--- config.mk ---
export PLATFORM = sky130hd
export DESIGN_NAME = uvt_top
export DESIGN_NICKNAME = d
export VERILOG_FILES = /design/src/core/uvt_pkg.sv /design/src/core/uvt_phase.sv /design/src/core/uvt_tick.sv /design/src/core/uvt_top.sv
export SDC_FILE = /design/constraint.sdc
export NUM_CORES = 1
export LEC_CHECK = 0
export CORE_UTILIZATION = 26
export DETAILED_ROUTE_END_ITERATION = 10
export DONT_BUFFER_PORTS = 1
export SYNTH_ARGS = -nofsm -noshare
export SYNTH_HDL_FRONTEND = slang
export SYNTH_SLANG_ARGS = --single-unit
--- constraint.sdc ---
create_clock -name CLOCK -period 16.81 [get_ports CLOCK]
set_input_delay 1.681 -clock CLOCK [delete_from_list [all_inputs] [get_ports CLOCK]]
set_output_delay 1.681 -clock CLOCK [all_outputs]
set_load 0.005 [all_outputs]
--- src/core/uvt_pkg.sv ---
// Package for the definite-time undervoltage trip block
// What this block does
// Phase starts when below start, above block
// General start when any phase starts
// Trip only after delay and trips enabled
// Start level 30 to 130 percent, default 90
// Below block level suppresses start; 0-20, default 10
// Drop-off ratio 1 to 10 percent, default 5
// Operation off, 1of3, 2of3, all; resets off
// Start-only bit defaults 0; 1 never trips
// Trip delay 50 to 60000 ms, default 100
// Per-phase timer raises phase trip at expiry
// Start and trip per phase or line pair
// Phase trips stay internal, only general published
// Medium voltage uses line-to-line magnitudes by default
// External block input disables the function
// General trip built from phase trips
// Start clears above start plus ratio; timer restarts
// General trip needs selected count; off keeps outputs low
package uvt_pkg;

    // ==========================================
    // Timing
    localparam int unsigned CLK_HZ          = 50_000_000;
    localparam int unsigned TICK_US         = 1000;
    localparam int unsigned CYCLES_PER_TICK = CLK_HZ / 1_000_000 * TICK_US;

    // ==========================================
    // Magnitude format: percent of nominal, 8 fraction bits
    localparam int unsigned MAG_W    = 16;
    localparam int unsigned MAG_FRAC = 8;
    localparam logic [6:0]  PCT_BASE = 7'd100;

    // ==========================================
    // Setting limits and reset values
    localparam logic [7:0]  START_MIN = 8'd30;
    localparam logic [7:0]  START_MAX = 8'd130;
    localparam logic [7:0]  START_RST = 8'd90;
    localparam logic [7:0]  BLOCK_MAX = 8'd20;
    localparam logic [7:0]  BLOCK_RST = 8'd10;
    localparam logic [3:0]  RATIO_MIN = 4'd1;
    localparam logic [3:0]  RATIO_MAX = 4'd10;
    localparam logic [3:0]  RATIO_RST = 4'd5;
    localparam logic [15:0] DELAY_MIN = 16'd50;
    localparam logic [15:0] DELAY_MAX = 16'd60000;
    localparam logic [15:0] DELAY_RST = 16'd100;
    localparam logic        SONLY_RST = 1'b0;
    localparam logic        LPAIR_RST = 1'b1;

    // ==========================================
    // Register offsets and fields
    localparam logic [7:0] OFS_CTRL   = 8'h00;
    localparam logic [7:0] OFS_LEVELS = 8'h04;
    localparam logic [7:0] OFS_DELAY  = 8'h08;
    localparam logic [7:0] OFS_STATUS = 8'h0c;
    localparam logic [7:0] OFS_IRQ_ST = 8'h10;
    localparam logic [7:0] OFS_IRQ_MK = 8'h14;
    localparam int unsigned CTRL_OPER_LSB = 0;
    localparam int unsigned CTRL_SONLY    = 2;
    localparam int unsigned CTRL_LPAIR    = 3;
    localparam int unsigned LVL_START_LSB = 0;
    localparam int unsigned LVL_BLOCK_LSB = 8;
    localparam int unsigned LVL_RATIO_LSB = 16;
    localparam int unsigned IRQ_GS        = 0;
    localparam int unsigned IRQ_GT        = 1;
    localparam int unsigned IRQ_W         = 2;

    // ==========================================
    // Types
    typedef enum logic [1:0] {
        UVT_OFF,
        UVT_ONE,
        UVT_TWO,
        UVT_ALL
    } uvt_oper_t;

    typedef struct packed {
        uvt_oper_t   oper;
        logic        start_only;
        logic        line_pair;
        logic [7:0]  start_pct;
        logic [7:0]  block_pct;
        logic [3:0]  ratio_pct;
        logic [15:0] delay_ms;
    } uvt_cfg_t;

endpackage

--- src/core/uvt_phase.sv ---
// One measuring element: start decision with hysteresis and delay timer
`timescale 1ns/1ps
module uvt_phase (
    input  wire logic             clk,
    input  wire logic             rstn,
    input  wire logic             enable,
    input  wire logic             tick,
    input  wire logic [15:0]      magnitude,
    input  uvt_pkg::uvt_cfg_t     cfg,
    output logic                  start_q,
    output logic                  trip
);

    logic        start_d;
    logic [15:0] cnt_q;
    logic [15:0] cnt_d;

    // ==========================================
    // Thresholds in magnitude units
    wire [15:0] start_thr  = {cfg.start_pct, 8'h00};
    wire [15:0] block_thr  = {cfg.block_pct, 8'h00};
    wire [23:0] mag_x100   = 24'(magnitude) * 24'(uvt_pkg::PCT_BASE);
    wire [23:0] drop_thr   = 24'(start_thr) * 24'(uvt_pkg::PCT_BASE + 7'(cfg.ratio_pct));
    wire        below_st   = magnitude < start_thr;
    wire        above_blk  = magnitude > block_thr;
    wire        above_drop = mag_x100 > drop_thr;
    // Delay counts whole ticks past the setting so the full time is always served
    wire        expired    = cnt_q > cfg.delay_ms;

    // ==========================================
    // Start decision
    always_comb begin
        if (!enable) begin
            start_d = 1'b0;
        end else if (!start_q) begin
            start_d = below_st && above_blk;
        end else begin
            start_d = above_blk && !above_drop;
        end
    end

    // ==========================================
    // Delay timer, cleared whenever the element is not started
    assign cnt_d = !start_q ? 16'h0000 :
                   (tick && !expired) ? cnt_q + 16'h0001 : cnt_q;
    assign trip  = start_q && expired && !cfg.start_only;

    always_ff @(posedge clk) begin
        if (!rstn) begin
            start_q <= 1'b0;
            cnt_q   <= 16'h0000;
        end else begin
            start_q <= start_d;
            cnt_q   <= cnt_d;
        end
    end

endmodule

--- src/core/uvt_tick.sv ---
// Millisecond timebase pulse generator
`timescale 1ns/1ps
module uvt_tick #(
    parameter int unsigned CYCLES = uvt_pkg::CYCLES_PER_TICK
) (
    input  wire logic clk,
    input  wire logic rstn,
    output logic      tick
);

    logic [15:0] cnt_q;
    logic [15:0] cnt_d;
    wire         wrap = (cnt_q == 16'(CYCLES - 1));

    assign cnt_d = wrap ? 16'h0000 : cnt_q + 16'h0001;
    assign tick  = wrap;

    always_ff @(posedge clk) begin
        if (!rstn) begin
            cnt_q <= 16'h0000;
        end else begin
            cnt_q <= cnt_d;
        end
    end

endmodule

--- src/core/uvt_top.sv ---
// Definite-time undervoltage trip: settings, decision logic, APB slave, interrupt
`timescale 1ns/1ps
module uvt_top #(
    parameter int unsigned TICK_CYCLES = uvt_pkg::CYCLES_PER_TICK
) (
    input  wire logic        CLOCK,
    input  wire logic        RSTN,
    input  wire logic        PSEL,
    input  wire logic        PENABLE,
    input  wire logic        PWRITE,
    input  wire logic [7:0]  PADDR,
    input  wire logic [31:0] PWDATA,
    output logic [31:0]      PRDATA,
    output logic             PREADY,
    output logic             PSLVERR,
    input  wire logic [15:0] PHASE_A_MAGNITUDE,
    input  wire logic [15:0] PHASE_B_MAGNITUDE,
    input  wire logic [15:0] PHASE_C_MAGNITUDE,
    input  wire logic        FUNCTION_BLOCK_IN,
    output logic             PHASE_A_START,
    output logic             PHASE_B_START,
    output logic             PHASE_C_START,
    output logic             GENERAL_START_OUT,
    output logic             GENERAL_TRIP_OUT,
    output logic             LINE_PAIR_MODE,
    output logic             IRQ
);

    // ==========================================
    // Settings registers
    uvt_pkg::uvt_oper_t oper_q;
    logic               sonly_q;
    logic               lpair_q;
    logic [7:0]         start_q;
    logic [7:0]         block_q;
    logic [3:0]         ratio_q;
    logic [15:0]        delay_q;
    logic [uvt_pkg::IRQ_W-1:0] irq_st_q;
    logic [uvt_pkg::IRQ_W-1:0] irq_st_d;
    logic [uvt_pkg::IRQ_W-1:0] irq_mk_q;
    logic [31:0]        rdata_q;
    logic               gstart_q;
    logic               gtrip_q;
    logic               gstart_d;
    logic               gtrip_d;
    uvt_pkg::uvt_cfg_t  cfg;
    logic               tick;
    logic [2:0]         ph_start;
    logic [2:0]         ph_trip;
    logic [15:0]        mags [3];

    // ==========================================
    // APB decode; the slave never waits
    wire setup    = PSEL && !PENABLE;
    wire access   = PSEL && PENABLE;
    wire wr       = access && PWRITE;
    wire hit_ctrl = PADDR == uvt_pkg::OFS_CTRL;
    wire hit_lvl  = PADDR == uvt_pkg::OFS_LEVELS;
    wire hit_dly  = PADDR == uvt_pkg::OFS_DELAY;
    wire hit_stat = PADDR == uvt_pkg::OFS_STATUS;
    wire hit_ist  = PADDR == uvt_pkg::OFS_IRQ_ST;
    wire hit_imk  = PADDR == uvt_pkg::OFS_IRQ_MK;
    wire mapped   = hit_ctrl || hit_lvl || hit_dly || hit_stat || hit_ist || hit_imk;

    assign PREADY  = 1'b1;
    assign PSLVERR = access && !mapped;
    assign PRDATA  = rdata_q;

    // ==========================================
    // Written values clamped into their legal ranges
    wire [7:0]  w_start = PWDATA[uvt_pkg::LVL_START_LSB +: 8];
    wire [7:0]  w_block = PWDATA[uvt_pkg::LVL_BLOCK_LSB +: 8];
    wire [3:0]  w_ratio = PWDATA[uvt_pkg::LVL_RATIO_LSB +: 4];
    wire [15:0] w_delay = PWDATA[15:0];
    wire [7:0]  c_start = (w_start < uvt_pkg::START_MIN) ? uvt_pkg::START_MIN :
                          (w_start > uvt_pkg::START_MAX) ? uvt_pkg::START_MAX : w_start;
    wire [7:0]  c_block = (w_block > uvt_pkg::BLOCK_MAX) ? uvt_pkg::BLOCK_MAX : w_block;
    wire [3:0]  c_ratio = (w_ratio < uvt_pkg::RATIO_MIN) ? uvt_pkg::RATIO_MIN :
                          (w_ratio > uvt_pkg::RATIO_MAX) ? uvt_pkg::RATIO_MAX : w_ratio;
    wire [15:0] c_delay = (w_delay < uvt_pkg::DELAY_MIN) ? uvt_pkg::DELAY_MIN :
                          (w_delay > uvt_pkg::DELAY_MAX) ? uvt_pkg::DELAY_MAX : w_delay;

    always_ff @(posedge CLOCK) begin
        if (!RSTN) begin
            oper_q  <= uvt_pkg::UVT_OFF;
            sonly_q <= uvt_pkg::SONLY_RST;
            lpair_q <= uvt_pkg::LPAIR_RST;
            start_q <= uvt_pkg::START_RST;
            block_q <= uvt_pkg::BLOCK_RST;
            ratio_q <= uvt_pkg::RATIO_RST;
            delay_q <= uvt_pkg::DELAY_RST;
            irq_mk_q <= '0;
        end else begin
            if (wr && hit_ctrl) begin
                oper_q  <= uvt_pkg::uvt_oper_t'(PWDATA[uvt_pkg::CTRL_OPER_LSB +: 2]);
                sonly_q <= PWDATA[uvt_pkg::CTRL_SONLY];
                lpair_q <= PWDATA[uvt_pkg::CTRL_LPAIR];
            end
            if (wr && hit_lvl) begin
                start_q <= c_start;
                block_q <= c_block;
                ratio_q <= c_ratio;
            end
            if (wr && hit_dly) begin
                delay_q <= c_delay;
            end
            if (wr && hit_imk) begin
                irq_mk_q <= PWDATA[uvt_pkg::IRQ_W-1:0];
            end
        end
    end

    // ==========================================
    // Read data is latched in the setup cycle so it comes from a flop
    wire [31:0] rd_ctrl = {28'h0000000, lpair_q, sonly_q, oper_q};
    wire [31:0] rd_lvl  = {12'h000, ratio_q, block_q, start_q};
    wire [31:0] rd_dly  = {16'h0000, delay_q};
    wire [31:0] rd_stat = {26'h0000000, FUNCTION_BLOCK_IN, gtrip_q, gstart_q, ph_start};
    wire [31:0] rd_ist  = {30'h00000000, irq_st_q};
    wire [31:0] rd_imk  = {30'h00000000, irq_mk_q};
    wire [31:0] rd_mux  = hit_ctrl ? rd_ctrl :
                          hit_lvl  ? rd_lvl  :
                          hit_dly  ? rd_dly  :
                          hit_stat ? rd_stat :
                          hit_ist  ? rd_ist  :
                          hit_imk  ? rd_imk  : 32'h00000000;

    always_ff @(posedge CLOCK) begin
        if (!RSTN) begin
            rdata_q <= 32'h00000000;
        end else if (setup && !PWRITE) begin
            rdata_q <= rd_mux;
        end
    end

    // ==========================================
    // Measuring elements
    assign cfg = '{oper: oper_q, start_only: sonly_q, line_pair: lpair_q, start_pct: start_q,
                   block_pct: block_q, ratio_pct: ratio_q, delay_ms: delay_q};
    assign mags[0] = PHASE_A_MAGNITUDE;
    assign mags[1] = PHASE_B_MAGNITUDE;
    assign mags[2] = PHASE_C_MAGNITUDE;

    // Disabled by the operation setting or the external block input
    wire enable = (oper_q != uvt_pkg::UVT_OFF) && !FUNCTION_BLOCK_IN;

    uvt_tick #(
        .CYCLES (TICK_CYCLES)
    ) u_tick (
        .clk  (CLOCK),
        .rstn (RSTN),
        .tick (tick)
    );

    // Elements work on whatever the upstream stage supplies; LINE_PAIR_MODE tells it which
    for (genvar i = 0; i < 3; i++) begin : g_phase
        uvt_phase u_phase (
            .clk       (CLOCK),
            .rstn      (RSTN),
            .enable    (enable),
            .tick      (tick),
            .magnitude (mags[i]),
            .cfg       (cfg),
            .start_q   (ph_start[i]),
            .trip      (ph_trip[i])
        );
    end

    // ==========================================
    // Decision logic; phase trips never leave this module
    wire [1:0] n_trip = 2'(ph_trip[0]) + 2'(ph_trip[1]) + 2'(ph_trip[2]);

    always_comb begin
        case (oper_q)
            uvt_pkg::UVT_ONE: gtrip_d = n_trip >= 2'd1;
            uvt_pkg::UVT_TWO: gtrip_d = n_trip >= 2'd2;
            uvt_pkg::UVT_ALL: gtrip_d = n_trip == 2'd3;
            default:          gtrip_d = 1'b0;
        endcase
    end

    assign gstart_d = enable && (|ph_start);

    always_ff @(posedge CLOCK) begin
        if (!RSTN) begin
            gstart_q <= 1'b0;
            gtrip_q  <= 1'b0;
        end else begin
            gstart_q <= gstart_d;
            gtrip_q  <= gtrip_d && enable;
        end
    end

    // ==========================================
    // Interrupt: rising general start and trip; a new event beats a clear
    wire [uvt_pkg::IRQ_W-1:0] ev  = {gtrip_d && enable && !gtrip_q, gstart_d && !gstart_q};
    wire [uvt_pkg::IRQ_W-1:0] w1c = (wr && hit_ist) ? PWDATA[uvt_pkg::IRQ_W-1:0] : '0;

    assign irq_st_d = (irq_st_q & ~w1c) | ev;

    always_ff @(posedge CLOCK) begin
        if (!RSTN) begin
            irq_st_q <= '0;
        end else begin
            irq_st_q <= irq_st_d;
        end
    end

    // ==========================================
    // Outputs
    assign PHASE_A_START     = ph_start[0];
    assign PHASE_B_START     = ph_start[1];
    assign PHASE_C_START     = ph_start[2];
    assign GENERAL_START_OUT = gstart_q;
    assign GENERAL_TRIP_OUT  = gtrip_q;
    assign LINE_PAIR_MODE    = lpair_q;
    assign IRQ               = |(irq_st_q & irq_mk_q);

endmodule

==> qor.csv <==
stage,metric,value,unit
worst_hold_path,Hold Crit Class,flip-flop to flip-flop,
cts,CTS tree,built,
cells_and_area,Layout area overhead,8.877,%
setup_path,FF-to-FF path depth,22,
logic_synthesis,post-synth top area cell,ha_1,
grt,largest net degree at the start of global routing,54,
sta,minimum clock period,6.537,ns
grt,initial antenna violation count,0,
cts,CTS H-tree lvls,4,
die,Initial Util,0.2627,
drt,1st-pass router iterations,5,
cts,"Hold-fix buffers, CTS",0,
cts,CTS Buffer Depth,2,
sta,skew final,0.01234,ns
power,VDD IR max,0.04824,mV
setup_path,worst path required time,17.16,ns
sta,count of final hold-check violations,0,
logic_synthesis,Post-synth top cells,"ha_1, inv_1, dfxtp_1",
logic_synthesis,sequential share of the synthesized area,0.1646,
placed_design,RePlAce Congestion,0.8715,
cts,worst-skew pair later-pin latency,0.43,ns
sta,fin. max-slew vios,0,
cells_and_area,number of antenna diodes,0,
drt,drt total wl,45130,um
grt,gr usage total,0.1436,
setup_path,CP max stage cell,dfxtp_1,
die,Ports,135,
setup_path,WP buf/inv,2,
logic_synthesis,Synth Area per Inst,8.276,um^2
logic_synthesis,"Primary FF master, synth",dfxtp_1,
logic_synthesis,#FFs+latches synth,133,
power,leakage,8.245,nW
logic_synthesis,fraction of registers with async set/reset,0,
setup_path,Reg2Reg Setup Slack,10.27,ns
drt,WL/cell,16.27,um
setup_path,worst-path fanout max,11,
logic_synthesis,synthesized area,16180,um^2
power,PD cells,66.98,nW/um^2
cts,CTS buffer count,17,
sta,slew of the pin with the lowest slew margin,0.9481,ns
cells_and_area,number of fill cells,6577,
setup_path,Crit. End Element,flip-flop,
setup_path,worst path cell trace,ha_1 > and2_1 > fa_1 > fa_1 > fa_1 > inv_1 > fa_1 > inv_1 > ha_1 > nand3_1 > o2111a_1 > nor2_1 > xnor2_1 > ha_1 > nand2_1 > nor2_1 > nand4_1 > a31oi_1 > o311ai_0 > nand3_1 > a221o_1 > a31oi_1,
setup_path,worst setup path class,flip-flop to flip-flop,
drt,vias per cell,4.873,
placed_design,I/O Buffers,0,
placed_design,DP Wirelength,36370,um
sta,relative slew slack,0.3645,
logic_synthesis,Mapped Cells,1955,
logic_synthesis,area share of the largest cell type after synthesis,0.2691,
sta,TNS Setup,0,ns
grt,gr ovfl total,0,
cells_and_area,final net count,2429,
logic_synthesis,main combinational cell family by area after synthesis,adder cells,
sta,setup ws final,10.27,ns
setup_path,worst reg2reg path endpoint,g_phase[1].u_phase.start_q$_SDFF_PN0_,
logic_synthesis,proportion of synthesized area in mux cells,0.01284,
worst_hold_path,hold path start,u_tick.cnt_q[0]$_SDFF_PP0_,
cts,buffer type at the clock tree root,clkbuf_16,
logic_synthesis,number of synthesized flops with an enable pin,0,
drt,Routed Antenna Nets,0,
die,core area,61600,um^2
die,Cell Rows,91,
setup_path,reg-to-reg startpoint,ratio_q[2]$_SDFFE_PN1P_,
logic_synthesis,compound-gate portion of the synthesized area,0.1814,
grt,first-pass GRT wire length,71990,um
drt,post-route DRC violation count,0,
logic_synthesis,Synth Area in Adders,0.3477,
logic_synthesis,"top cells by area, synth","ha_1, dfxtp_1, fa_1, inv_1, a21oi_1",
setup_path,critical path's most frequent cell,fa_1,
cts,clk sinks,133,
sta,period utilization,0.3889,
drt,DR vias,13520,
logic_synthesis,Post-Synth Simple-Gate Area,0.1726,
cells_and_area,layout cell share with drive strength beyond 1,0.03562,
cts,CTS clock-pin slew for the worst setup and hold paths,0.07,ns
setup_path,Worst setup SP type,flip-flop,
sta,final setup fails,0,
die,DIE HEIGHT,251.5,um
logic_synthesis,XOR/XNOR share of the synthesized area,0.03518,
die,Die ar.,63230,um^2
setup_path,CP top delay family,adder cells,
sta,RSZ-0062 raised after global routing,false,
cts,"Setup Fix Bufs, Post-CTS",0,
worst_hold_path,Hold EP,u_tick.cnt_q[0]$_SDFF_PP0_,
job,Max-cap violations,0,
placed_design,"worst slack, placed",10.26,ns
status,status,completed,
logic_synthesis,Ys Warns,0,
grt,vias in the first global route,13070,
setup_path,"Data arrival, critical path",6.89,ns
worst_hold_path,Hold Path Stages,1,
sta,Max Freq,153.0,MHz
drt,Initial DRC Count,740,
die,die width,251.5,um
setup_path,largest stage delay on the critical path,0.61,ns
logic_synthesis,Synth cell types,83,
logic_synthesis,most common cell in the netlist,ha_1,
cts,PostCTS Resize Cnt,0,
[how the worst max path moves through the flow]
stage / startpoint / endpoint / slack [ns] / depth (start not counted)
final: ratio_q[2]$_SDFFE_PN1P_ / g_phase[1].u_phase.start_q$_SDFF_PN0_ / 10.27 / 22
after global routing: ratio_q[2]$_SDFFE_PN1P_ / g_phase[1].u_phase.start_q$_SDFF_PN0_ / 9.78 / 23
after CTS: ratio_q[2]$_SDFFE_PN1P_ / g_phase[1].u_phase.start_q$_SDFF_PN0_ / 10.32 / 22
after detailed placement: PHASE_B_MAGNITUDE[7] / g_phase[1].u_phase.start_q$_SDFF_PN0_ / 10.26 / 23
after floorplan: PHASE_B_MAGNITUDE[7] / g_phase[1].u_phase.start_q$_SDFF_PN0_ / 10.65 / 23
after global placement: PHASE_B_MAGNITUDE[7] / g_phase[1].u_phase.start_q$_SDFF_PN0_ / 10.30 / 23
[per-stage QoR]
stage | instances | instance area [um^2] | utilization | power (mW) | hold WS (ns)
2_1_floorplan | 1966 | 16220 | - | 0.7200 | 0.4132
3_3_place_gp | 2742 | 17030 | 0.2765 | 0.8019 | 0.4283
3_5_place_dp | 2742 | 17030 | 0.2765 | 0.8069 | 0.4413
4_1_cts | 2774 | 17620 | 0.2860 | 1.191 | 0.4552
5_1_grt | 2774 | 17620 | 0.2860 | 1.278 | 0.4896
6_report | 2774 | 17620 | 0.2860 | 1.180 | 0.4517
[cells in the final DEF (no fill, tap or decap), types with 14 or more instances in the layout]
master	synthesis	final
xnor2_1	47	47
nand4_1	56	56
mux2i_1	14	14
a22oi_1	22	22
clkbuf_16	0	17
inv_1	282	282
and3_1	21	21
nand3_1	68	68
nand2_1	112	112
a21oi_1	112	112
nor3_1	30	29
a31oi_1	18	18
nor2b_1	17	17
o311ai_0	24	24
o41ai_1	19	19
nor2_1	115	115
o21ai_0	53	53
nand2b_1	42	42
xor2_1	18	18
a211oi_1	15	15
fa_1	63	63
ha_1	348	348
o21a_1	22	22
dfxtp_1	133	133
a21o_1	46	46
and2_1	32	32
[where the power goes]
part	switching (mW)	total, mW	internal, mW
Combinational	0.265	0.485	0.220
Clock	0.169	0.379	0.210
Sequential	0.000670	0.316	0.316
Total	0.434	1.18	0.746
[metal layers]
metal | wire length (um) | vias up | track usage
li1 | - | 6851 | -
met1 | 20350 | 6349 | 0.1838
met2 | 19800 | 259 | 0.2272
met3 | 3678 | 58 | 0.04653
met4 | 1298 | 0 | 0.04547
met5 | 0 | - | 0
[worst register-to-register path: stages (launching register included)]
cell and delay (ns):
dfxtp_1 0.61, ha_1 0.42, and2_1 0.22, fa_1 0.46
fa_1 0.52, fa_1 0.54, inv_1 0.06, fa_1 0.55
inv_1 0.04, ha_1 0.35, nand3_1 0.12, o2111a_1 0.24
nor2_1 0.07, xnor2_1 0.44, ha_1 0.34, nand2_1 0.11
nor2_1 0.06, nand4_1 0.12, a31oi_1 0.06, o311ai_0 0.53
nand3_1 0.14, a221o_1 0.33, a31oi_1 0.15
[final cells by class]
type | instances | area [um^2] | share of cell area
tap | 837 | 1047 | 0.05945
timing repair buffer | 9 | 67.56 | 0.003835
clock inverter | 15 | 160.2 | 0.009091
sequential | 133 | 2663 | 0.1511
clock buffer | 17 | 425.4 | 0.02415
multi-input combinational | 1480 | 12190 | 0.6920
inverter | 283 | 1062 | 0.06030
[flip-flops by register name, indices dropped and copies added (netlist names), 2 cells and up]
name and count:
start_q 8, irq_st_q 2, irq_mk_q 2, g_phase.u_phase.start_q 3, ratio_q 4, g_phase.u_phase.cnt_q 48
block_q 8, delay_q 16, PRDATA 20, u_tick.cnt_q 16, oper_q 2
[cells by family (layout without fill, tap and decap cells)]
family | after synthesis | count (layout)
AO/OA/AOI/OAI | 425 | 425
XOR/XNOR | 65 | 65
other | 2 | 13
AND/OR/NAND/NOR | 547 | 547
buffers and inverters | 353 | 324
flip-flops | 133 | 133
multiplexers | 18 | 18
adder cells (fa/ha/maj) | 412 | 412
Note: power is estimated with default switching activity, not from simulation.
